## src/hdl/sbtc_pkg.sv

```systemverilog
package sbtc_pkg;
  // Register offsets
  localparam logic [7:0] ADDR_FLAG = 8'h0c;
  localparam logic [7:0] ADDR_COUNT_LO = 8'h0e;
  localparam logic [7:0] ADDR_COUNT_HI = 8'h0f;
  localparam logic [7:0] ADDR_CONTROL = 8'h10;
  localparam logic [7:0] ADDR_ENABLE = 8'h11;
  localparam logic [7:0] ADDR_PORT_DATA = 8'h12;
  localparam logic [7:0] ADDR_PORT_DIR = 8'h13;
  // Control, flag and enable field positions
  localparam int CTL_RUN = 0;
  localparam int CTL_SRC = 1;
  localparam int CTL_SYNC = 2;
  localparam int CTL_OSC = 3;
  localparam int CTL_PS_LO = 4;
  localparam int CTL_PS_HI = 5;
  localparam int FLAG_OVF = 0;
  localparam int EN_OVF = 0;
  // Reset values
  localparam logic [5:0] CONTROL_RESET = 6'h00;
  localparam logic [1:0] PORT_DIR_RESET = 2'h3;
  localparam logic [1:0] PORT_DATA_RESET = 2'h0;
  // Instruction cycle is the core clock divided by four
  localparam int INSTR_DIV = 4;
  localparam logic [15:0] COUNT_MAX = 16'hffff;

  typedef struct packed {
    logic run;
    logic src;
    logic sync_bypass;
    logic osc;
    logic [1:0] ps;
  } sbtc_ctrl_type;

  typedef struct packed {
    sbtc_ctrl_type ctrl;
    logic [15:0] count;
    logic flag;
    logic ie;
    logic [1:0] dir;
    logic [1:0] port_out;
    logic [1:0] div;
    logic [2:0] pre;
    logic armed;
    logic pend;
    logic prev_in;
    logic [7:0] rdata;
    // Per byte: set once the count byte holds a known value
    logic [1:0] seeded;
  } sbtc_state_type;

  typedef struct packed {
    logic [7:0] addr;
    logic [7:0] wdata;
    logic wr;
    logic rd;
  } sbtc_bus_type;
endpackage

```

## src/hdl/sbtc_timer.sv

```systemverilog
// The address-and-strobe port was left to the implementer.
`timescale 1ns/1ps
// How it works
// - Sixteen-bit count held as high and low bytes, both read and written.
// - Counts up from all zeros to all ones, then wraps to zero.
// - Wrap from maximum to zero latches the overflow flag, flag register bit 0.
// - Interrupt request is the flag gated by enable register bit 0.
// - Source select clear picks the internal clock, core clock over four.
// - Internal mode advances once per instruction cycle through the prescaler.
// - Source select set counts rising edges of the external input.
// - Counts only while run enable is set; clearing it holds the value.
// - Either compare unit trigger clears the count.
// - Oscillator enable forces both pins to inputs, reading as zero.
// - Sync bit is ignored in internal clock mode.
// - External mode needs one falling edge before any rising edge counts.
// - External edges come from oscillator pin or external clock pin per enable.
// - Sync bit clear aligns the prescaler output to instruction cycles.
// - Prescaler counts the selected input, ahead of the sync stage.
// - Synchronised external mode in sleep freezes the count, prescaler still runs.
// - Sync bit set counts unsynchronised, runs in sleep, overflow can wake.
// - A compare trigger clear never sets the overflow flag.
// - A software count write beats a coinciding compare trigger clear.
// - Reset leaves both count bytes unchanged.
module sbtc_timer
  import sbtc_pkg::*;
(
  // Clock and reset
  input wire logic core_clk,
  input wire logic rst_n,
  // Register port
  input wire sbtc_bus_type bus,
  output logic [7:0] rdata,
  // System
  input wire logic sleep,
  input wire logic trig_a,
  input wire logic trig_b,
  output logic irq,
  output logic wake,
  // Pins: bit 0 external clock pin, bit 1 oscillator input pin
  input wire logic [1:0] pin_in,
  output logic [1:0] pin_out,
  output logic [1:0] pin_oe
);

  sbtc_state_type s;
  sbtc_state_type next_s;

  logic instr_tick;
  logic sel_in;
  logic rise;
  logic fall;
  logic pre_in;
  logic pre_tick;
  logic cnt_inc;
  logic clr;
  logic wr_lo;
  logic wr_hi;
  logic [2:0] pre_mask;

  function automatic logic hit(input sbtc_bus_type b, input logic [7:0] a);
    return b.wr && (b.addr == a);
  endfunction

  assign instr_tick = (s.div == 2'(INSTR_DIV - 1));
  assign sel_in = s.ctrl.osc ? pin_in[1] : pin_in[0];
  assign rise = sel_in & ~s.prev_in;
  assign fall = ~sel_in & s.prev_in;
  assign pre_mask = 3'((4'h1 << s.ctrl.ps) - 4'h1);
  assign wr_lo = hit(bus, ADDR_COUNT_LO);
  assign wr_hi = hit(bus, ADDR_COUNT_HI);
  assign clr = trig_a | trig_b;

  // Prescaler input: instruction cycles in timer mode, armed rising edges otherwise
  always_comb begin
    if (!s.ctrl.run) begin
      pre_in = 1'b0;
    end else if (!s.ctrl.src) begin
      pre_in = instr_tick & ~sleep;
    end else begin
      pre_in = rise & s.armed;
    end
  end

  assign pre_tick = pre_in && ((s.pre & pre_mask) == pre_mask);

  // Count step after the optional sync stage
  always_comb begin
    if (!s.ctrl.run) begin
      cnt_inc = 1'b0;
    end else if (!s.ctrl.src) begin
      cnt_inc = pre_tick;
    end else if (s.ctrl.sync_bypass) begin
      cnt_inc = pre_tick;
    end else begin
      cnt_inc = s.pend && instr_tick && !sleep;
    end
  end

  always_comb begin
    next_s = s;
    next_s.div = s.div + 2'h1;
    next_s.prev_in = sel_in;
    // Arming needs a falling edge after the counter enters external mode
    if (!s.ctrl.run || !s.ctrl.src) begin
      next_s.armed = 1'b0;
    end else if (fall) begin
      next_s.armed = 1'b1;
    end
    if (pre_in) begin
      next_s.pre = pre_tick ? 3'h0 : s.pre + 3'h1;
    end
    // Sync stage: only used in external synchronised mode, off in sleep
    if (!s.ctrl.src || s.ctrl.sync_bypass || sleep) begin
      next_s.pend = 1'b0;
    end else if (pre_tick) begin
      next_s.pend = 1'b1;
    end else if (cnt_inc) begin
      next_s.pend = 1'b0;
    end
    if (sleep && s.ctrl.src && !s.ctrl.sync_bypass && pre_tick) begin
      next_s.pend = 1'b0;
    end
    // Count update: write beats trigger clear beats increment
    if (wr_lo || wr_hi) begin
      if (wr_lo) begin
        next_s.count[7:0] = bus.wdata;
      end
      if (wr_hi) begin
        next_s.count[15:8] = bus.wdata;
      end
      next_s.pre = 3'h0;
      next_s.pend = 1'b0;
    end else if (clr) begin
      next_s.count = 16'h0000;
      next_s.pre = 3'h0;
    end else if (cnt_inc) begin
      next_s.count = s.count + 16'h0001;
    end
    // Overflow flag: software write first, hardware set wins
    if (hit(bus, ADDR_FLAG)) begin
      next_s.flag = bus.wdata[FLAG_OVF];
    end
    if (cnt_inc && !clr && !wr_lo && !wr_hi && s.count == COUNT_MAX) begin
      next_s.flag = 1'b1;
    end
    // Count bytes power up unknown; track which ones have been loaded
    if (wr_lo || clr) begin
      next_s.seeded[0] = 1'b1;
    end
    if (wr_hi || clr) begin
      next_s.seeded[1] = 1'b1;
    end
    if (hit(bus, ADDR_CONTROL)) begin
      next_s.ctrl.run = bus.wdata[CTL_RUN];
      next_s.ctrl.src = bus.wdata[CTL_SRC];
      next_s.ctrl.sync_bypass = bus.wdata[CTL_SYNC];
      next_s.ctrl.osc = bus.wdata[CTL_OSC];
      next_s.ctrl.ps = bus.wdata[CTL_PS_HI:CTL_PS_LO];
    end
    if (hit(bus, ADDR_ENABLE)) begin
      next_s.ie = bus.wdata[EN_OVF];
    end
    if (hit(bus, ADDR_PORT_DATA)) begin
      next_s.port_out = bus.wdata[1:0];
    end
    if (hit(bus, ADDR_PORT_DIR)) begin
      next_s.dir = bus.wdata[1:0];
    end
    // Read data stands in the cycle after the strobe only
    next_s.rdata = 8'h00;
    if (bus.rd) begin
      unique case (bus.addr)
        ADDR_FLAG: next_s.rdata = {7'h00, s.flag};
        ADDR_COUNT_LO: next_s.rdata = s.count[7:0];
        ADDR_COUNT_HI: next_s.rdata = s.count[15:8];
        ADDR_CONTROL: next_s.rdata = {2'h0, s.ctrl};
        ADDR_ENABLE: next_s.rdata = {7'h00, s.ie};
        ADDR_PORT_DATA: next_s.rdata = {6'h00, s.ctrl.osc ? 2'h0 : pin_in};
        ADDR_PORT_DIR: next_s.rdata = {6'h00, s.dir};
        default: next_s.rdata = 8'h00;
      endcase
    end
  end

  always_ff @(posedge core_clk) begin
    if (!rst_n) begin
      s <= '{ctrl: CONTROL_RESET, count: s.count, flag: 1'b0, ie: 1'b0, dir: PORT_DIR_RESET,
             port_out: PORT_DATA_RESET, div: 2'h0, pre: 3'h0, armed: 1'b0, pend: 1'b0,
             prev_in: 1'b0, rdata: 8'h00, seeded: 2'h0};
    end else begin
      s <= next_s;
    end
  end

  assign rdata = s.rdata;
  assign irq = s.flag & s.ie;
  assign wake = irq & sleep;
  assign pin_out = s.port_out;
  assign pin_oe = s.ctrl.osc ? 2'h0 : ~s.dir;
endmodule
```

## config.mk

```make
export PLATFORM = sky130hd
export DESIGN_NAME = sbtc_timer
export DESIGN_NICKNAME = d
export VERILOG_FILES = /design/src/hdl/sbtc_pkg.sv /design/src/hdl/sbtc_timer.sv
export SDC_FILE = /design/constraint.sdc
export NUM_CORES = 1
export LEC_CHECK = 0
export CORE_ASPECT_RATIO = 0.6
export CORE_UTILIZATION = 45
export CTS_CLUSTER_SIZE = 25
export DETAILED_ROUTE_END_ITERATION = 8
export DONT_BUFFER_PORTS = 1
export GPL_TIMING_DRIVEN = 0
export HOLD_SLACK_MARGIN = 0.1
export SETUP_SLACK_MARGIN = 0.3
export SLEW_MARGIN = 10
export SYNTH_ARGS = -nofsm -noshare
export SYNTH_HDL_FRONTEND = slang
export SYNTH_SLANG_ARGS = --single-unit
```

## constraint.sdc

```tcl
create_clock -name core_clk -period 4.2 [get_ports core_clk]
set_input_delay 0.21 -clock core_clk [delete_from_list [all_inputs] [get_ports core_clk]]
set_output_delay 0.21 -clock core_clk [all_outputs]
set_load 0.005 [all_outputs]
```

# Word level (Yosys, flattened, before mapping)
# Index checks and enable logic that the tools add are counted.
[totals] reg_bits=44 output_inout_bits=14 word_cells=103
[classes] add_sub_neg=4 eq_ne=12 n_shift=1 mux=19 bitwise=13 n_reduce_logical=37
[ops] operator="$pmux W8 S7" count=1
[ops] operator="$mux W16" count=3
[ops] operator="$eq A8 B5 Y1 const B" count=4
[ops] operator="$eq A8 B4 Y1 const B" count=3
[ops] operator="$logic_and A1 B1 Y1" count=17
[ops] operator="$add A16 B1 Y16 const B" count=1
[ops] operator="$eq A16 B16 Y1 const B" count=1
[ops] operator="$mux W8" count=2
[ops] operator="$mux W1" count=10
[ops] operator="$logic_not A1 Y1" count=7
[ops] operator="$and A1 B1 Y1" count=6
[ops] operator="$reduce_and A3 Y1" count=2
[ops] operator="$logic_or A1 B1 Y1" count=4
[ops] operator="$mux W2" count=2
[ops] operator="$ne A2 B2 Y1 const B" count=2
[ops] operator="$not A1 Y1" count=4
[ops] operator="$reduce_bool A2 Y1" count=2
[ops] operator="$reduce_or A4 Y1" count=1
[ops] operator="$add A3 B1 Y3 const B" count=1
[ops] operator="$and A3 B3 Y3" count=1
[ops] operator="$eq A3 B3 Y1" count=1
[ops] operator="$mux W3" count=1
[ops] operator="$reduce_bool A3 Y1" count=1
[ops] operator="$reduce_or A3 Y1" count=1
[ops] operator="8 further kinds" count=8

# Depth between registers and ports, before layout
# Gate-level depths: netlist of run 1.
[depth] word_depth=14 depth_mapped=7 mapped_depth_nobuf=6

# Worst setup path before layout of run 1
# No wires, ideal clock.
[synth_path] path_type="reg-to-reg" from="register s[16] (netlist bit)" to="register s[32] (netlist bit) (enable)" arrival_ns=2.015 required_time_ns=3.812 slack_ns=1.797 path_stages_with_launch=6 synth_period_minus_slack_ns=2.403 path_cell_list="dfxtp_1 ha_1 nand2_1 o32a_1 o31a_1 a221oi_1"
[synth_between] elab_chain_len=10 elab_cells_between_ends=12
[synth_lines] element="from (decl)" line="sbtc_timer.sv:45" text="sbtc_state_type s;"
[synth_lines] element="from (signal assigned)" line="sbtc_timer.sv:187" text="s <= '{ctrl: CONTROL_RESET, count: s.count, flag: 1'b0, ie: 1'b0, dir: PORT_DIR_RESET,"
[synth_lines] element="from (signal assigned)" line="sbtc_timer.sv:191" text="s <= next_s;"
[synth_lines] element="$eq A2 B2 Y1 *" line="sbtc_timer.sv:64" text="assign instr_tick = (s.div == 2'(INSTR_DIV - 1));"
[synth_lines] element="$and A1 B1 Y1" line="sbtc_timer.sv:78" text="pre_in = instr_tick & ~sleep;"
[synth_lines] element="$mux W1" line="sbtc_timer.sv:77" text="end else if (!s.ctrl.src) begin"
[synth_lines] element="$mux W1" line="sbtc_timer.sv:75" text="if (!s.ctrl.run) begin"
[synth_lines] element="$logic_and A1 B1 Y1" line="sbtc_timer.sv:84" text="assign pre_tick = pre_in && ((s.pre & pre_mask) == pre_mask);"
[synth_lines] element="$mux W1" line="sbtc_timer.sv:92" text="end else if (s.ctrl.sync_bypass) begin"
[synth_lines] element="$mux W1 *" line="sbtc_timer.sv:90" text="end else if (!s.ctrl.src) begin"
[synth_lines] element="$mux W1 *" line="sbtc_timer.sv:88" text="if (!s.ctrl.run) begin"
[synth_lines] element="$reduce_bool A3 Y1 (no source line) *"
[synth_lines] element="$reduce_and A3 Y1 (no source line) *"
# Every way passes the cells marked *; elsewhere a longest branch is shown, timed or not.
# A chain may end at the register's enable or synchronous reset.

# Worst setup path in the final report of run 1
[layout_path] from="register s[16] (netlist bit)" to="register s[36] (netlist bit) (enable)"
# The elaborated chain is that of the path after synthesis.

==> impl_metrics.tcl, run 1 <==
set metrics [dict create \
    h-tree-depth 2 \
    hold_class "in -> reg" \
    powerDensity_nw_per_um2 311 \
    synthAdderAreaFrac 0.0161 \
    timing.final.ws_setup_ns 1.57 \
    finClkSkew_ns 0.00785 \
    leakage_nw 0.952 \
    grt_max_degree 14 \
    die_x_um 94.8 \
    layout-drive-gt1-share 0.0971 \
    dr.pass1.iters 4 \
    setup_tns_ns 0 \
    yosysSeqAreaShare 0.448 \
    cts_tree "yes" \
    preCtsSetupSlack_ns 1.60 \
    clockRootBuffer "clkbuf_8" \
    critPathLaunchType "register" \
    die_y_um 57.7 \
    instances_no_fill 341 \
    cp_data_required_time_ns 4.21 \
    synth-compound-area-share 0.122 \
    dpl.hpwl_mm 4.46 \
    path_max_fanout 8 \
    cts_resized 0 \
    async_flop_share 0 \
    gr-total-overflow 0 \
    synthTopCellsByCount "nand2_1 (40), dfxtp_1 (28), nor2_1 (23)" \
    met2_usage 0.280 \
    synth_mux_area_frac 0.0662 \
    syn_to_final_growth_pct 11.5 \
    holdWs_ns 0.116 \
    hp-start "bus[3]" \
    cts_buffers 5 \
    ff2ff_path_depth 6 \
    min_period_over_period 0.625 \
    synth_nets 288 \
    max_freq_mhz 381 \
    ios 39 \
    num_rows 19 \
    cts_buffer_depth 2 \
    cp-startpoint "s[16]$_SDFF_PN0_" \
    max_slew_margin 0.386 \
    gr-usage-all-layers 0.238 \
    die_area_sq_um 5470 \
    core_area_sq_um 4750 \
    grt_pass1_wl_mm 9.36 \
    tightest_slew_ns 0.921 \
    place_congestion 0.862 \
    grt_use_met1 0.408 \
    synthCells 260 \
    drt-total-wl_mm 5.80 \
    grt_use_met3 0.0512 \
    synth.top_cell.area_share 0.241 \
    synth_flop_cell "dfxtp_1" \
    syn_avg_cell_area_sq_um 8.95 \
    ys_ff_latch 44 \
    clk_pin_slew_worst_paths_ns 0.08 \
    grt_busiest_layer "met1" \
    dp_cells 324 \
    hold_buffers 9 \
    synth_enable_flop_cells 16 \
    vias 1956 \
    finalHoldViolCount 0 \
    r2r-start "s[16]$_SDFF_PN0_" \
    synthSimpleGateAreaFrac 0.239 \
    wl_per_cell_um 17.0 \
    maxCapViolations 0 \
    worstHoldPathCells 2 \
    yosysMostFrequentCell "nand2_1" \
    clock_latency_ns 0.30 \
    irDropWorstVdd_uv 130 \
    ys_warn_count 0 \
    layout.nets 305 \
    synth.distinct_cells 40 \
    antenna_found_initial 0 \
    antenna_cells 0 \
    numPortBuffers 0 \
    initial_utilization 0.489 \
    cts_setup_buffers 0 \
    ant_nets 0 \
    routed_via_density 5.74 \
    grt_pass1_vias 1741 \
    rsz0062_at_grt "false" \
    cp.arrival_ns 2.64 \
    drt-initial-drc-count 198 \
    synth_xor_area_frac 0.0527 \
    min_period_ns 2.63 \
    final_util 0.545 \
    cp-end-kind "register" \
    outcome "completed" \
    synth_area_sq_um 2330 \
    finalSetupViolCount 0 \
    slew_viol_final 0 \
    drc 0 \
    yosysTopAreaCell "dfxtp_1" \
    synth_area_leaders "dfxtp_1 (24%), edfxtp_1 (21%), nand2_1 (6.5%)" \
    synth_top_family_by_area "simple AND/OR/NAND/NOR gates" \
    critPathKind "reg -> reg" \
    clkSinkCount 44 \
]
sequential cells by signal, summed over array words and instances (netlist names):
signal / count
rdata: 8
s: 34
pin_out: 2
layout by cell type (no fill, tap or decap), types with 6 or more instances in the layout:
| cell type | n |
|---|---|
| clkbuf_1 | 6 |
| o21ai_0 | 17 |
| nor3_1 | 9 |
| a21oi_1 | 14 |
| nand2_1 | 40 |
| xnor2_1 | 7 |
| clkbuf_8 | 6 |
| xor2_1 | 7 |
| a2bb2oi_1 | 6 |
| nor2_1 | 23 |
| edfxtp_1 | 16 |
| dlygate4sd3_1 | 9 |
| nand3_1 | 17 |
| buf_4 | 10 |
| mux2i_1 | 12 |
| dfxtp_1 | 28 |
per-layer routing:
metal	vias to the layer above	routed length [um]
li1	954	-
met1	899	3120
met2	93	2060
met3	10	544
met4	0	76
met5	-	0
power breakdown:
group / internal (mW) / switching [mW] / leakage, nW
registers: 0.454 / 0.0119 / 0.386
logic: 0.0281 / 0.0355 / 0.515
clock network: 0.131 / 0.146 / 0.0510
worst max-delay path, cell delays in order, from the launching register on:
cell and delay [ns]:
dfxtp_1 0.34, ha_1 0.17, nand2_1 0.07, o32a_1 0.40, o31a_1 0.40, a221oi_1 0.63, buf_2 0.32
layout make-up:
type                       count  area, sq um
sequential                    44         1040
clock inverter                 2         10.0
buffer                        20          118
fill                         475         2160
tap                           63         78.8
multi-input combinational    192         1150
timing repair buffer          10         95.1
clock buffer                   6         82.6
inverter                       4         15.0
metrics by stage:
| step | instance area [sq um] | power [mW] |
|---|---|---|
| floorplan | 2330 | 0.514 |
| global placement | 2400 | 0.530 |
| detailed placement | 2410 | 0.530 |
| CTS | 2590 | 0.816 |
| global route | 2590 | 0.842 |
| finish | 2590 | 0.807 |
final timing paths:
kind / endpoint / slack [ns]
min reg2reg: s[16]$_SDFF_PN0_ / 0.43
max reg2reg: s[36]$_DFFE_PP_ / 1.57
max: s[36]$_DFFE_PP_ / 1.57
min: s[25]$_DFFE_PP_ / 0.12
cells by family (layout without fill, tap and decap cells):
logic type,after synthesis,count (layout)
AOI/OAI and AO/OA,46,46
muxes,14,14
and+or+nand+nor,115,115
DFF,44,44
xor gates and xnor gates,14,14
adders and majority gates,3,3
buffers and inverters,24,42
(Power assumes the default switching activity.)
==> run 2, diff against run 1 <==
--- a/config.mk
+++ b/config.mk
@@ -5,6 +5,7 @@
 export SDC_FILE = /design/constraint.sdc
 export NUM_CORES = 1
 export LEC_CHECK = 0
+export ABC_AREA = 1
 export CORE_ASPECT_RATIO = 0.6
 export CORE_UTILIZATION = 45
 export CTS_CLUSTER_SIZE = 25
==> constraint.sdc (replaced) <==
create_clock -name core_clk -period 2.2 [get_ports core_clk]
set_input_delay 0.11 -clock core_clk [delete_from_list [all_inputs] [get_ports core_clk]]
set_output_delay 0.11 -clock core_clk [all_outputs]
set_load 0.005 [all_outputs]
==> run 2 against run 1 <==
Effect of this change:
- clock skew decreased by 0.0027 ns
- global-route usage rose by 0.21 points
- critical path type is now in -> reg
- synthesized cell count increased by 27%
- wire length up 13%
- power up 96%
- largest cell class unchanged
- the run now ends with design-rule violations left
- flip-flop and latch count did not move
- cell count rose by 23%
- via count rose by 16%
- utilization increased by 0.96 points
- design area rose by 11%
- critical path depth rose by 4
- synthesized area is 6.7% higher
==> impl_metrics.tcl, run 2 <==
set metrics [dict create \
    cts_tree "yes" \
    async_flop_share 0 \
    path_max_fanout 8 \
    synthCells 331 \
    syn_avg_cell_area_sq_um 7.50 \
    numPortBuffers 0 \
    top_register "s" \
    instances_no_fill 420 \
    irDropWorstVdd_uv 345 \
    fillers 516 \
    ys_ff_latch 44 \
    clk_pin_slew_worst_paths_ns 0.09 \
    max_freq_mhz 558 \
    layout-drive-gt1-share 0.150 \
    cp-end-kind "register" \
    cp.arrival_ns 1.78 \
    slew_viol_final 0 \
    clock_latency_ns 0.30 \
    die_x_um 97.9 \
    crit_chain "dlygate4sd3_1 -> inv_1 -> nand2_1 -> a21oi_4 -> nand3_4 -> nand2_2 -> nand2_2 -> nand2_1 -> nand2_2 -> nor2_4" \
    dp_cells 397 \
    die_y_um 59.5 \
    finalHoldViolCount 0 \
    p_sw_frac 0.255 \
    max_slew_margin 0.605 \
    ant_nets 0 \
    maxCapViolations 0 \
    internal-power_mw 1.18 \
    powerDensity_nw_per_um2 549 \
    finalSetupViolCount 0 \
    rsz0062_at_grt "false" \
    syn_to_final_growth_pct 15.8 \
    synth.top_cell.area_share 0.226 \
    hp-start "bus[11]" \
    violations "design-rule violations" \
    outcome "finished, violations left" \
    synthTopCellsByCount "nand2_1 (68), inv_1 (45), nor2_1 (42)" \
    largest_reg_flops 34 \
    cp-startpoint "sleep" \
    p_seq_frac 0.563 \
    leakage_nw 1.13 \
    synth_area_leaders "dfxtp_1 (23%), edfxtp_1 (19%), nand2_1 (10%)" \
    clockRootBuffer "clkbuf_8" \
    synthAdderAreaFrac 0.0151 \
    synth_nets 359 \
    antenna_cells 0 \
    cts_buffers 5 \
    dpl.hpwl_mm 4.97 \
    drc 5 \
    place_congestion 0.919 \
    die_area_sq_um 5830 \
    cp_data_required_time_ns 2.18 \
    synth-compound-area-share 0.148 \
    synth_top_family_by_area "simple AND/OR/NAND/NOR gates" \
    cts_buffer_depth 2 \
    grt_pass1_vias 2037 \
    synth_area_sq_um 2480 \
    num_rows 20 \
    synth_mux_area_frac 0 \
    finalPower_mw 1.58 \
    yosysSeqAreaShare 0.419 \
    min_period_ns 1.79 \
    gr-total-overflow 0 \
    vias 2271 \
    final_common_cell "nand2_1" \
    gr-usage-all-layers 0.240 \
    cp_slowest_cell "dlygate4sd3_1" \
    p_comb_frac 0.088 \
    routed_via_density 5.41 \
    worst_path_most_repeated_cell "nand2_2" \
    initial_utilization 0.479 \
    yosysMostFrequentCell "nand2_1" \
    clkSinkCount 44 \
    synthSimpleGateAreaFrac 0.285 \
    synth_xor_area_frac 0.0212 \
    yosysTopAreaCell "dfxtp_1" \
    synth_enable_flop_cells 16 \
    layout.nets 381 \
    synth.distinct_cells 35 \
    wl_per_cell_um 15.5 \
    cp_slowest_stage_delay_ns 0.53 \
    drt-total-wl_mm 6.53 \
    tightest_slew_ns 0.593 \
    power.switching_uw 403 \
    ios 39 \
    finClkSkew_ns 0.00513 \
    place_area_sq_um 2560 \
    critPathLaunchType "input port" \
    antenna_found_initial 0 \
    grt_max_degree 15 \
    stdcell_area_sq_um 2870 \
    ys_warn_count 0 \
    clockPowerShare 0.349 \
    grt_pass1_wl_mm 10.5 \
    hold_class "in -> reg" \
    synth_flop_cell "dfxtp_1" \
    critPathKind "in -> reg" \
    drt-initial-drc-count 257 \
    dr.pass1.iters 7 \
    core_area_sq_um 5180 \
    h-tree-depth 2 \
    r2r-start "s[42]$_SDFFE_PN0P_" \
    min_period_over_period 0.814 \
    mostFrequentLayoutCells "nand2_1 (64), inv_1 (45), nor2_1 (40)" \
]
## run 2: kinds of logic (layout without fill, tap and decap cells)
kind of cell,count (synthesis),after routing
AO/OA/AOI/OAI,60,60
XOR/XNOR,6,6
adder cells (fa/ha/maj),3,3
buffers and inverters,61,84
flip-flops,44,44
AND/OR/NAND/NOR,157,157
## run 2: what timing repair did
item | in CTS | in global routing
endpoints found under the setup margin | 16 | 16
pin swaps | 3 | 4
gates resized for setup | 6 | 8
setup buffers | 2 | 0
hold buffers | 13 | 0
hold endpoints to repair | 25 | 0
## run 2: worst paths after layout
path,endpoint,cells past startpoint,slack (ns)
worst max register to register,s[32]$_DFFE_PP_,10,0.44
worst min register to register,s[16]$_SDFF_PN0_,1,0.44
worst max-delay path,s[32]$_DFFE_PP_,10,0.41
worst min-delay path,rdata[7]$_SDFF_PN0_,4,0.12
## run 2: final cells by class
type | count | area, sq um | area share
buffer | 15 | 104 | 0.0361
clock buffer | 6 | 82.6 | 0.0287
clock inverter | 2 | 13.8 | 0.00479
inverter | 46 | 173 | 0.0601
multi-input combinational | 226 | 1220 | 0.424
sequential | 44 | 1040 | 0.363
tap | 66 | 82.6 | 0.0287
timing repair buffer | 15 | 158 | 0.0549
## run 2: power by group through the flow
stage	registers (mW)	logic [mW]	clock network, mW
3_3_place_gp	0.906	0.105	0
4_1_cts	0.886	0.135	0.562
3_5_place_dp	0.905	0.105	0
5_1_grt	0.891	0.155	0.601
6_report	0.889	0.138	0.551
2_1_floorplan	0.898	0.0794	0
## run 2: metal layers
metal	up-vias	GRT usage	routed length, um
li1	1134	-	-
met5	-	0	0
met2	120	0.312	2230
met4	0	0.0390	67
met3	13	0.0531	615
met1	1004	0.391	3620
## run 2: stage by stage
step                      worst slack (ns)  hold slack, ns  setup TNS, ns  utilization
after floorplan                      0.383           0.253              0            -
after global placement              -0.117           0.263          -1.17        0.495
after detailed placement           -0.0703           0.262         -0.861        0.495
after CTS                            0.304           0.116              0        0.549
after global routing                 0.303           0.125              0        0.555
final                                0.408           0.121              0        0.555
## run 2: worst max-delay path: cells and delay by family
kind	cells	cell delay (ns)
AND/OR/NAND/NOR	7	0.78
buffers and inverters	2	0.68
AO/OA/AOI/OAI	1	0.18
